**src/rtl/sft_map.svh**
```systemverilog
`ifndef SFT_MAP_SVH
`define SFT_MAP_SVH
// ****************************************************************
// register map
// ****************************************************************
`define SFT_ADDR_SETUP      4'h0
`define SFT_ADDR_TICK       4'h1
`define SFT_ADDR_STAT       4'h2
`define SFT_SETUP_RST       16'h0000
`define SFT_TICK_RST        3'h1
// ****************************************************************
// setup word fields
// ****************************************************************
`define SFT_F_FMT           15:14
`define SFT_F_LOW           13:12
`define SFT_B_CRC_LEGACY    11
`define SFT_B_STAT_CRC      10
`define SFT_B_WAKE_ZERO     9
`define SFT_B_ERR_STAT      6
`define SFT_B_FAST_ERR      5
`define SFT_B_SLOW_EN       4
`define SFT_F_BLOCKS        3:1
`define SFT_B_SDF           0
// ****************************************************************
// frame constants
// ****************************************************************
`define SFT_FMT_H2          2'h0
`define SFT_FMT_H4          2'h1
`define SFT_FMT_A1          2'h2
`define SFT_FMT_A7          2'h3
`define SFT_SYNC_TICKS      8'h38
`define SFT_NIB_BASE        8'h0c
`define SFT_LOW_BASE        8'h03
`define SFT_DATA_H2         3'h3
`define SFT_DATA_H1         3'h6
`define SFT_VAL_STARTUP     12'hffe
`define SFT_VAL_SENS_ERR    12'hffb
`define SFT_VAL_FUNC_ERR    12'hffa
`define SFT_CRC_SEED        4'h5
`define SFT_CRC_POLY        4'hd
// ****************************************************************
// tick times in ns, clock rate in MHz
// ****************************************************************
`define SFT_CLK_MHZ         50
`define SFT_TICK_NS_1       1500
`define SFT_TICK_NS_2       2000
`define SFT_TICK_NS_3       2500
`define SFT_TICK_NS_4       2750
`define SFT_TICK_NS_5       3000
`define SFT_TICK_NS_6       6000
`define SFT_TICK_NS_7       12000
`endif

```
**src/rtl/sft_pkg.sv**
```systemverilog
package sft_pkg;
    // frame sequencer states, gray along the frame
    typedef enum logic [2:0] {
        ST_SYNC   = 3'h0,
        ST_STATUS = 3'h1,
        ST_DATA   = 3'h3,
        ST_CRC    = 3'h2,
        ST_PAUSE  = 3'h6
    } sft_state_t;
    // sensor measurements and flags
    typedef struct packed {
        logic [11:0] pos;       // primary position
        logic [11:0] sec;       // temperature or field amplitude
        logic        startup;   // sensor still starting
        logic        sens_err;  // sensor error indication
        logic        func_err;  // functionality or processing error
    } sft_meas_t;
endpackage : sft_pkg

```
**src/rtl/sent_frame_transmitter.sv**
```systemverilog
// Our own choices: the address map and the strobed register port.
`timescale 1ns/1ps
`include "sft_map.svh"
// What this block does
// - bits 15:14 pick one of four frame formats
// - bits 13:12 give low time 3..6 ticks
// - bit 11 picks 2010 or legacy CRC
// - bit 10 adds status nibble into CRC
// - bit 9 startup value 4094 or 0
// - bit 6 enables error bits in status
// - bit 5 enables fast channel error codes
// - bit 4 enables enhanced serial channel bits
// - block 1 always; bits 3:1 add blocks
// - bit 0 places diagnosis before block or ID
// - frames run continuously with no receiver input
// - sync, status, data, CRC, pause in order
// - status bits carry status and serial info
// - H.1 formats send six data nibbles
// - position sent MSN first in pulses 3..5
// - A.1 sends inverted position LSN first
// - A.7 sends second value LSN first
// - tick code picks tick length, 000 reserved
// - error codes 4091 and 4090 on channels
// - H.4 sends counter then inverted position MSN
module sent_frame_transmitter #(
    parameter int PAUSE_TICKS = 12
) (
    input  wire logic              core_clk,
    input  wire logic              rst,
    input  wire logic [3:0]        reg_addr,
    input  wire logic [15:0]       reg_wdata,
    input  wire logic              reg_wr,
    input  wire logic              reg_rd,
    output logic [15:0]            reg_rdata,
    input  wire sft_pkg::sft_meas_t meas,
    input  wire logic              slow_bit2,
    input  wire logic              slow_bit3,
    output logic                   slow_take,
    output logic [3:0]             slow_blocks,
    output logic                   slow_diag_per_id,
    output logic                   sent_out
);
    // ****************************************************************
    // parameter check
    // ****************************************************************
    if (PAUSE_TICKS < 12 || PAUSE_TICKS > 255)
    begin : g_bad_pause
        $error("pause length must be 12 to 255 ticks");
    end

    // ****************************************************************
    // helpers
    // ****************************************************************
    // clock cycles per tick for a tick code, reserved code acts as 001
    function automatic logic [9:0] tick_cycles(input logic [2:0] code);
        int ns;
        case (code)
            3'h2:    ns = `SFT_TICK_NS_2;
            3'h3:    ns = `SFT_TICK_NS_3;
            3'h4:    ns = `SFT_TICK_NS_4;
            3'h5:    ns = `SFT_TICK_NS_5;
            3'h6:    ns = `SFT_TICK_NS_6;
            3'h7:    ns = `SFT_TICK_NS_7;
            default: ns = `SFT_TICK_NS_1;
        endcase
        return 10'(ns * `SFT_CLK_MHZ / 1000);
    endfunction : tick_cycles

    // one nibble through the four-bit SENT CRC, msb first
    function automatic logic [3:0] crc_nib(input logic [3:0] c, input logic [3:0] n);
        logic [3:0] r;
        logic       fb;
        r = c;
        for (int i = 3; i >= 0; i--)
        begin
            fb = r[3];
            r  = {r[2:0], n[i]} ^ (fb ? `SFT_CRC_POLY : 4'h0);
        end
        return r;
    endfunction : crc_nib

    // ****************************************************************
    // register file
    // ****************************************************************
    logic [15:0]        setup_reg,  setup_next;  // protocol setup word
    logic [2:0]         tick_reg,   tick_next;   // tick code
    logic [15:0]        rdata_reg,  rdata_next;  // read data, one cycle late
    logic [7:0]         frames_reg, frames_next; // frames sent, wraps
    sft_pkg::sft_state_t state_reg, state_next;  // frame sequencer

    // decode writes and reads
    always_comb
    begin
        setup_next = setup_reg;
        tick_next  = tick_reg;
        rdata_next = 16'h0000;
        if (reg_wr && reg_addr == `SFT_ADDR_SETUP)
        begin
            setup_next = reg_wdata;
        end
        else if (reg_wr && reg_addr == `SFT_ADDR_TICK)
        begin
            tick_next = reg_wdata[2:0];
        end
        if (reg_rd && reg_addr == `SFT_ADDR_SETUP)
        begin
            rdata_next = setup_reg;
        end
        else if (reg_rd && reg_addr == `SFT_ADDR_TICK)
        begin
            rdata_next = {13'h0000, tick_reg};
        end
        else if (reg_rd && reg_addr == `SFT_ADDR_STAT)
        begin
            rdata_next = {5'h00, state_reg, frames_reg};
        end
    end

    // register the file
    always_ff @(posedge core_clk)
    begin
        if (rst)
        begin
            setup_reg <= `SFT_SETUP_RST;
            tick_reg  <= `SFT_TICK_RST;
            rdata_reg <= 16'h0000;
        end
        else
        begin
            setup_reg <= setup_next;
            tick_reg  <= tick_next;
            rdata_reg <= rdata_next;
        end
    end

    assign reg_rdata = rdata_reg;

    // slow channel block selection for the message builder
    assign slow_blocks      = {setup_reg[`SFT_F_BLOCKS], 1'b1};
    assign slow_diag_per_id = setup_reg[`SFT_B_SDF];

    // ****************************************************************
    // tick divider
    // ****************************************************************
    logic [9:0] div_reg, div_next;   // cycles into current tick
    logic       tick_en;             // one-cycle tick pulse

    // count cycles of one tick
    always_comb
    begin
        tick_en  = (div_reg >= tick_cycles(tick_reg) - 10'h001);
        div_next = tick_en ? 10'h000 : div_reg + 10'h001;
    end

    always_ff @(posedge core_clk)
    begin
        if (rst)
        begin
            div_reg <= 10'h000;
        end
        else
        begin
            div_reg <= div_next;
        end
    end

    // ****************************************************************
    // frame content
    // ****************************************************************
    logic [3:0]  nib_reg [0:6];      // status and data nibbles of frame
    logic [3:0]  nib_next [0:6];
    logic [2:0]  ndata_reg, ndata_next; // data nibbles in frame
    logic [7:0]  roll_reg, roll_next;   // rolling counter
    logic        scrc_reg, scrc_next;   // status nibble in CRC
    logic        legacy_reg, legacy_next; // legacy CRC method
    logic [3:0]  crc_val;               // CRC of latched frame
    logic [11:0] ch1;                   // channel 1 payload
    logic [11:0] ch2;                   // channel 2 payload
    logic [11:0] err_val;               // value replacing payload
    logic        err_sub;               // payload replaced
    logic        frame_start;           // last pause tick ends

    // build the next frame payload
    always_comb
    begin
        err_sub = 1'b0;
        err_val = 12'h000;
        if (meas.startup)
        begin
            err_sub = 1'b1;
            err_val = setup_reg[`SFT_B_WAKE_ZERO] ? 12'h000 : `SFT_VAL_STARTUP;
        end
        else if (setup_reg[`SFT_B_FAST_ERR] && meas.sens_err)
        begin
            err_sub = 1'b1;
            err_val = `SFT_VAL_SENS_ERR;
        end
        else if (setup_reg[`SFT_B_FAST_ERR] && meas.func_err)
        begin
            err_sub = 1'b1;
            err_val = `SFT_VAL_FUNC_ERR;
        end
        ch1 = err_sub ? err_val : meas.pos;
        case (setup_reg[`SFT_F_FMT])
            `SFT_FMT_H4: ch2 = {roll_reg, ~ch1[11:8]};
            `SFT_FMT_A1: ch2 = err_sub ? err_val : ~meas.pos;
            `SFT_FMT_A7: ch2 = err_sub ? err_val : meas.sec;
            default:     ch2 = 12'h000;
        endcase
        for (int i = 0; i < 7; i++)
        begin
            nib_next[i] = nib_reg[i];
        end
        ndata_next  = ndata_reg;
        scrc_next   = scrc_reg;
        legacy_next = legacy_reg;
        roll_next   = roll_reg;
        if (frame_start)
        begin
            nib_next[0][1:0] = setup_reg[`SFT_B_ERR_STAT] ?
                               {meas.func_err, meas.sens_err} : 2'h0;
            nib_next[0][3:2] = setup_reg[`SFT_B_SLOW_EN] ?
                               {slow_bit3, slow_bit2} : 2'h0;
            nib_next[1] = ch1[11:8];
            nib_next[2] = ch1[7:4];
            nib_next[3] = ch1[3:0];
            if (setup_reg[`SFT_F_FMT] == `SFT_FMT_H4)
            begin
                nib_next[4] = ch2[11:8];
                nib_next[5] = ch2[7:4];
                nib_next[6] = ch2[3:0];
            end
            else
            begin
                nib_next[4] = ch2[3:0];
                nib_next[5] = ch2[7:4];
                nib_next[6] = ch2[11:8];
            end
            ndata_next  = (setup_reg[`SFT_F_FMT] == `SFT_FMT_H2) ?
                          `SFT_DATA_H2 : `SFT_DATA_H1;
            scrc_next   = setup_reg[`SFT_B_STAT_CRC];
            legacy_next = setup_reg[`SFT_B_CRC_LEGACY];
            roll_next   = roll_reg + 8'h01;
        end
    end

    always_ff @(posedge core_clk)
    begin
        if (rst)
        begin
            for (int i = 0; i < 7; i++)
            begin
                nib_reg[i] <= 4'h0;
            end
            ndata_reg  <= `SFT_DATA_H2;
            scrc_reg   <= 1'b0;
            legacy_reg <= 1'b0;
            roll_reg   <= 8'h00;
        end
        else
        begin
            nib_reg    <= nib_next;
            ndata_reg  <= ndata_next;
            scrc_reg   <= scrc_next;
            legacy_reg <= legacy_next;
            roll_reg   <= roll_next;
        end
    end

    // CRC over the latched frame in send order
    always_comb
    begin
        crc_val = `SFT_CRC_SEED;
        if (scrc_reg)
        begin
            crc_val = crc_nib(crc_val, nib_reg[0]);
        end
        for (int i = 1; i < 7; i++)
        begin
            if (3'(i) <= ndata_reg)
            begin
                crc_val = crc_nib(crc_val, nib_reg[i]);
            end
        end
        if (!legacy_reg)
        begin
            crc_val = crc_nib(crc_val, 4'h0);
        end
    end

    // ****************************************************************
    // pulse sequencer
    // ****************************************************************
    logic [7:0] tcnt_reg, tcnt_next;   // ticks into current pulse
    logic [2:0] didx_reg, didx_next;   // data nibble index
    logic       line_reg, line_next;   // line level
    logic [7:0] plen;                  // current pulse length in ticks
    logic [7:0] low_ticks;             // low phase in ticks
    logic       pend;                  // last tick of pulse

    // pulse length and next position, free running
    always_comb
    begin
        low_ticks = `SFT_LOW_BASE + 8'(setup_reg[`SFT_F_LOW]);
        case (state_reg)
            sft_pkg::ST_SYNC:   plen = `SFT_SYNC_TICKS;
            sft_pkg::ST_STATUS: plen = `SFT_NIB_BASE + 8'(nib_reg[0]);
            sft_pkg::ST_DATA:   plen = `SFT_NIB_BASE + 8'(nib_reg[didx_reg]);
            sft_pkg::ST_CRC:    plen = `SFT_NIB_BASE + 8'(crc_val);
            default:            plen = 8'(PAUSE_TICKS);
        endcase
        pend        = tick_en && (tcnt_reg == plen - 8'h01);
        frame_start = pend && (state_reg == sft_pkg::ST_PAUSE);
        state_next  = state_reg;
        didx_next   = didx_reg;
        tcnt_next   = tick_en ? (pend ? 8'h00 : tcnt_reg + 8'h01) : tcnt_reg;
        frames_next = frames_reg;
        if (pend)
        begin
            case (state_reg)
                sft_pkg::ST_SYNC:   state_next = sft_pkg::ST_STATUS;
                sft_pkg::ST_STATUS:
                begin
                    state_next = sft_pkg::ST_DATA;
                    didx_next  = 3'h1;
                end
                sft_pkg::ST_DATA:
                begin
                    if (didx_reg == ndata_reg)
                    begin
                        state_next = sft_pkg::ST_CRC;
                    end
                    else
                    begin
                        didx_next = didx_reg + 3'h1;
                    end
                end
                sft_pkg::ST_CRC:
                begin
                    state_next  = sft_pkg::ST_PAUSE;
                    frames_next = frames_reg + 8'h01;
                end
                default:            state_next = sft_pkg::ST_SYNC;
            endcase
        end
        line_next = (tcnt_next >= low_ticks);
    end

    always_ff @(posedge core_clk)
    begin
        if (rst)
        begin
            state_reg  <= sft_pkg::ST_PAUSE;
            tcnt_reg   <= 8'h00;
            didx_reg   <= 3'h1;
            line_reg   <= 1'b1;
            frames_reg <= 8'h00;
        end
        else
        begin
            state_reg  <= state_next;
            tcnt_reg   <= tcnt_next;
            didx_reg   <= didx_next;
            line_reg   <= line_next;
            frames_reg <= frames_next;
        end
    end

    assign sent_out  = line_reg;
    assign slow_take = frame_start;
endmodule : sent_frame_transmitter

```
**config.mk**
```make
export PLATFORM = sky130hd
export DESIGN_NAME = sent_frame_transmitter
export DESIGN_NICKNAME = d
export VERILOG_FILES = /design/src/rtl/sft_pkg.sv /design/src/rtl/sent_frame_transmitter.sv
export VERILOG_INCLUDE_DIRS = /design/src /design/src/rtl
export SDC_FILE = /design/constraint.sdc
export NUM_CORES = 1
export LEC_CHECK = 0
export BUFFER_PORTS_ARGS = -buffer_cell sky130_fd_sc_hd__buf_4
export CORE_AREA = 2 2 223 170
export CTS_BUF_LIST = sky130_fd_sc_hd__clkbuf_16
export DETAILED_ROUTE_END_ITERATION = 12
export DIE_AREA = 0 0 225 172
export PLACE_DENSITY = 0.44
export SETUP_SLACK_MARGIN = 0.2
export SYNTH_ARGS = -nofsm -noshare
export SYNTH_HDL_FRONTEND = slang
export SYNTH_SLANG_ARGS = --single-unit
```
**constraint.sdc**
```tcl
create_clock -name core_clk -period 15.5 [get_ports core_clk]
set_input_delay 3.1 -clock core_clk [delete_from_list [all_inputs] [get_ports core_clk]]
set_output_delay 3.1 -clock core_clk [all_outputs]
set_load 0.01 [all_outputs]
```
==> impl_metrics.tcl, run 1 <==
set metrics [dict create \
    status "finished, final reports clean" \
    worst_path_most_repeated_cell "buf_4" \
    mostFrequentLayoutCells "buf_4 (353), nand2_1 (148), nor2_1 (135), dfxtp_1 (105), a21oi_1 (94)" \
    powerDensity_nw_per_um2 67.2 \
    drive_gt1_share_pct 31.5 \
    overflow 0 \
    ys_seq_elements 108 \
    fp.dieW_um 225 \
    drc_errors 0 \
    reg2regPathDepth 64 \
    antenna_cells 0 \
    rsz0062_at_grt "true" \
    synth_cell_types 117 \
    post_drt_wl_per_cell_um 18.8 \
    grt_max_degree 76 \
    fin_crit_sh_pct 99.0 \
    postCtsHoldBufs 0 \
    min_from "setup_reg[8]" \
    die_h_um 172 \
    reg2reg_slack_ps 2460 \
    finalCriticalPeriod_ps 15340 \
    viasPerCell 5.37 \
    post_synth_xor_area_fraction_pct 11.3 \
    synthSimpleGateAreaFrac_pct 26.1 \
    fmax_mhz 65.2 \
    maxSlewHeadroom_pct 36.0 \
    ios 76 \
    arrival_ps 12240 \
    synth-main-ff-cell "dfxtp_1" \
    r2r-end "sent_out" \
    ir_worst_vdd_uv 50.1 \
    cts.sinks 108 \
    cp.required_ps 12400 \
    wl_mm 41.1 \
    synth_top_family_by_area "compound AO/OA/AOI/OAI gates" \
    path_class "reg -> out" \
    core_area_um2 36600 \
    synth-seq-area-share_pct 19.9 \
    hold_class "reg -> reg" \
    ys_warn_count 0 \
    finalHoldWorstSlack_ps 460 \
    cp_slowest_stage_delay_ps 580 \
    vias 11700 \
    whs_path_depth 2 \
    ant_nets 0 \
    grt_pass1_vias 11000 \
    grt_antenna_before_repair 0 \
    startpoint_type "register" \
    clk_pin_slew_worst_paths_ps 80 \
    crit_start "tick_reg[1]" \
    syn_nets 1529 \
    tns_ps 0 \
    syn_inst 1411 \
    maxCapViolations 0 \
    muxShareOfSynthArea_pct 3.44 \
    grt_usage_pct 21.2 \
    rows 61 \
    async_flop_share_pct 0 \
    leakage_uw 0.00596 \
    worstMarginPinSlew_ps 952 \
    hpwl_mm 32.3 \
    drtPass1Iterations 6 \
    ys_top_cells_by_area "dfxtp_1 (20%), ha_1 (6.9%), xnor2_1 (6.8%), nand2_1 (5.1%), nor2_1 (4.8%)" \
    finalSetupViolations 0 \
    p_total_uw 994 \
    final_common_cell "buf_4" \
    layout.nets 1823 \
    start_util_pct 29.8 \
    htree_levels 3 \
    cts_made_buffers 9 \
    worst_hold_path.endpoint "setup_reg[8]" \
    cts-root-buf "clkbuf_16" \
    clock_latency_ps 380 \
    syn_avg_cell_area_um2 7.72 \
    skew_ps 13.0 \
    cp_slowest_cell "fa_1" \
    gp_congestion 0.874 \
    drtIter0Drc 926 \
    finalMaxSlewViolations 0 \
    synth_top_cell_by_area "dfxtp_1" \
    yosys.area.top_type_share_pct 19.9 \
    portBuffers 74 \
    die_area_um2 38700 \
    syn-cell-area_um2 10900 \
    clock_tree.buffer_depth 2 \
    largest_register_ffs 28 \
    synth_edf_count 0 \
    cp_max_fo 6 \
    r2r_start "tick_reg[1]" \
    finalHoldViolCount 0 \
    post_synth_fa_ha_maj_area_fraction_pct 7.82 \
    grt_pass1_wl_mm 64.3 \
    crit_path_end_kind "primary output" \
    synth_compound_area_share_pct 26.7 \
    area_delta_synth_final_pct 35.9 \
    cts_tree "done" \
]
-- Yosys cell counts, drive strengths merged (6+ instances only) --
library cell and instances:
a31oi 11, and2 20, o21ai 73, xor2 42
xnor2 84, a211oi 27, and3 28, nor3 34
nand4 17, o211ai 36, o211a 7, a22oi 9
dfxtp 108, ha 60, nor2 142, or3 17
o21a 13, a32oi 7, o31ai 9, nand2b 19
or4 9, mux2i 25, nand3 54, a22o 13
a211o 6, a2111oi 7, a21oi 102, nor4 15
nor2b 13, buf 28, nand2 149, a21o 16
inv 39, or2 13, clkbuf 48
-- per-layer routing --
metal	up-vias	share of wire [%]	track usage [%]
met4	0	0.59	2.85
li1	5780	-	-
met2	311	38	28.8
met5	-	0	0
met3	21	5.3	3.09
met1	5605	56	34.9
-- worst max-delay path by stage --
stage / endpoint / slack [ps] / cells past startpoint
final: slow_take / 160 / 58
after global routing: slow_take / -360 / 56
after CTS: slow_take / 200 / 53
after detailed placement: slow_take / -80 / 52
after global placement: slow_take / -120 / 52
after floorplan: slow_take / 220 / 59
-- stage by stage --
step / setup slack (ps) / instances / cell area, um^2 / utilization [%]
after floorplan: 225 / 1411 / 11100 / -
after global placement: -115 / 2136 / 13700 / 37.6
after detailed placement: -76.5 / 2136 / 13700 / 37.6
after CTS: 201 / 2175 / 14600 / 39.9
after global routing: -365 / 2182 / 14800 / 40.5
final: 158 / 2182 / 14800 / 40.5
-- layout make-up --
type	instances	area [um^2]
multi-input cells	1188	8870
fillers	3693	21800
clock inverters	6	50.0
well taps	472	591
flip-flops and latches	108	2170
repair buffers	358	2710
clock buffers	10	250
inverters	40	153
-- kinds of logic after synthesis --
logic type | Yosys count
DFF | 108
muxes | 32
AOI/OAI and AO/OA | 400
adders and majority gates | 65
xor gates and xnor gates | 131
other | 1
and+or+nand+nor | 558
buffers and inverters | 116
-- critical path, delay by kind of cell (launching register included) --
family | cells | cell delay (ps)
buffers and inverters | 10 | 1380
XOR/XNOR | 2 | 270
flip-flops | 1 | 390
AO/OA/AOI/OAI | 20 | 3510
AND/OR/NAND/NOR | 20 | 4460
adder cells (fa/ha/maj) | 6 | 1880
-- power by group --
part           total (uW)  internal [uW]  switching, uW
sequential            281            278           2.20
clock                 235            121            114
combinational         478            232            246
-- what timing repair did --
action                     4_1_cts  5_1_grt
setup endpoints to repair        1        1
pin swaps                       34       34
cloned                           1        0
resized for setup               78       33
hold endpoints to repair         0        0
buffers inserted                22        7
Note: power is estimated with default switching activity, not from simulation.
==> inputs of run 2 (changes only) <==
--- a/config.mk
+++ b/config.mk
@@ -7,11 +7,13 @@
 export NUM_CORES = 1
 export LEC_CHECK = 0
 export BUFFER_PORTS_ARGS = -buffer_cell sky130_fd_sc_hd__buf_4
+export CELL_PAD_IN_SITES_DETAIL_PLACEMENT = 1
+export CELL_PAD_IN_SITES_GLOBAL_PLACEMENT = 2
 export CORE_AREA = 2 2 223 170
 export CTS_BUF_LIST = sky130_fd_sc_hd__clkbuf_16
 export DETAILED_ROUTE_END_ITERATION = 12
 export DIE_AREA = 0 0 225 172
-export PLACE_DENSITY = 0.44
+export PLACE_DENSITY = 0.68
 export SETUP_SLACK_MARGIN = 0.2
 export SYNTH_ARGS = -nofsm -noshare
 export SYNTH_HDL_FRONTEND = slang
==> impl_metrics.tcl, run 2 (synthesized netlist as in run 1, its figures left out) <==
set metrics [dict create \
    status "finished, final reports clean" \
    cts.sinks 108 \
    start_util_pct 29.8 \
    grt_usage_pct 22.3 \
    grt_max_degree 78 \
    finalMaxSlewViolations 0 \
    grt_pass1_vias 11200 \
    ant_nets 0 \
    startpoint_type "register" \
    layout.nets 1711 \
    cp.required_ps 12400 \
    drive_gt1_share_pct 29.5 \
    fp.dieW_um 225 \
    hpwl_mm 33.6 \
    hold_class "reg -> reg" \
    drtIter0Drc 811 \
    multi_input_area_um2 9240 \
    finalHoldViolCount 0 \
    worstMarginPinSlew_ps 982 \
    area_delta_synth_final_pct 31.6 \
    fmax_mhz 64.8 \
    seq_area_um2 2170 \
    largest_register_ffs 28 \
    cp_slowest_stage_delay_ps 580 \
    power_frac_clock_pct 23.3 \
    p_int_uw 599 \
    portBuffers 74 \
    cts-root-buf "clkbuf_16" \
    ir_worst_vdd_uv 44.2 \
    path_class "reg -> out" \
    clk_pin_slew_worst_paths_ps 80 \
    leakage_uw 0.00550 \
    num-fill-cells 4330 \
    drtPass1Iterations 4 \
    arrival_ps 12320 \
    vias 11500 \
    grt_antenna_before_repair 0 \
    die_area_um2 38700 \
    finalHoldWorstSlack_ps 467 \
    tns_ps 0 \
    skew_ps 12.4 \
    postCtsHoldBufs 0 \
    switchingPower_uw 377 \
    die_h_um 172 \
    clock_tree.buffer_depth 2 \
    cts_made_buffers 9 \
    clock_latency_ps 370 \
    ios 76 \
    cp_max_fo 7 \
    finalCriticalPeriod_ps 15420 \
    cts_tree "done" \
    viasPerCell 5.54 \
    finalSetupViolations 0 \
    rsz0062_at_grt "true" \
    antenna_cells 0 \
    cp_slowest_cell "or4_4" \
    overflow 0 \
    maxSlewHeadroom_pct 34.3 \
    wl_mm 44.0 \
    gp_congestion 0.877 \
    rows 61 \
    p_seq_share_pct 28.7 \
    mostFrequentLayoutCells "buf_4 (237), nand2_1 (148), nor2_1 (132), dfxtp_1 (106), a21oi_1 (90)" \
    htree_levels 3 \
    core_area_um2 36600 \
    crit_path_end_kind "primary output" \
    powerDensity_nw_per_um2 68.2 \
    swShare_pct 38.6 \
    post_drt_wl_per_cell_um 21.2 \
    critPathBufInv 6 \
    maxCapViolations 0 \
    cp_top_family "simple AND/OR/NAND/NOR gates" \
    fin_crit_sh_pct 99.5 \
    final_common_cell "buf_4" \
    combPwrFrac_pct 47.9 \
    drc_errors 0 \
    grt_pass1_wl_mm 67.6 \
    p_total_uw 976 \
]
run 2: layer usage:
| metal | global-route usage, % | vias up | share of wire, % |
|---|---|---|---|
| met5 | 0 | - | 0.11 |
| met4 | 2.91 | 2 | 0.68 |
| met3 | 2.33 | 22 | 4.1 |
| met2 | 31.1 | 249 | 40 |
| met1 | 36.7 | 5647 | 55 |
| li1 | - | 5551 | - |
run 2: cell type report:
type,instances,share of cell area [%]
Inverter,40,1.07
Sequential cell,108,15.1
Multi-Input combinational cell,1188,64.5
Clock buffer,9,1.57
Tap cell,472,4.12
Clock inverter,7,0.402
Timing Repair Buffer,246,13.2
run 2: timing repair:
item,in CTS,in global routing
setup buffers,42,31
pin swaps,69,62
cloned,1,0
endpoints found under the hold margin,0,0
gates resized for setup,110,70
endpoints found under the setup margin,1,1
run 2: worst min-delay path, stage by stage, from the launching register on:
cell and delay, ps:
dfxtp_1 320, nand2_1 50, a21oi_1 60
run 2: final timing paths:
kind | startpoint | endpoint | slack, ps | cells after the start
worst max-delay path | tick_reg[1] | slow_take | 80 | 53
worst min-delay path | setup_reg[8] | setup_reg[8] | 470 | 2
worst max register to register | tick_reg[1] | nib_reg[12] | 2280 | 56
worst min register to register | setup_reg[8] | setup_reg[8] | 470 | 2
run 2: power by group through the flow:
stage / sequential [uW] / clock, uW / combinational, uW
finish: 281 / 228 / 468
global route: 281 / 248 / 502
CTS: 281 / 236 / 415
detailed placement: 287 / 0 / 365
global placement: 287 / 0 / 360
floorplan: 286 / 0 / 239
run 2: per-stage QoR:
stage / utilization (%) / worst slack, ps / cell area, um^2 / std cells
3_5_place_dp: 34.3 / -168 / 12600 / 1980
3_3_place_gp: 34.3 / 26.6 / 12600 / 1980
2_1_floorplan: - / 225 / 11100 / 1411
6_report: 39.2 / 77.7 / 14300 / 2070
4_1_cts: 37.6 / 206 / 13800 / 2039
5_1_grt: 39.2 / -352 / 14300 / 2070
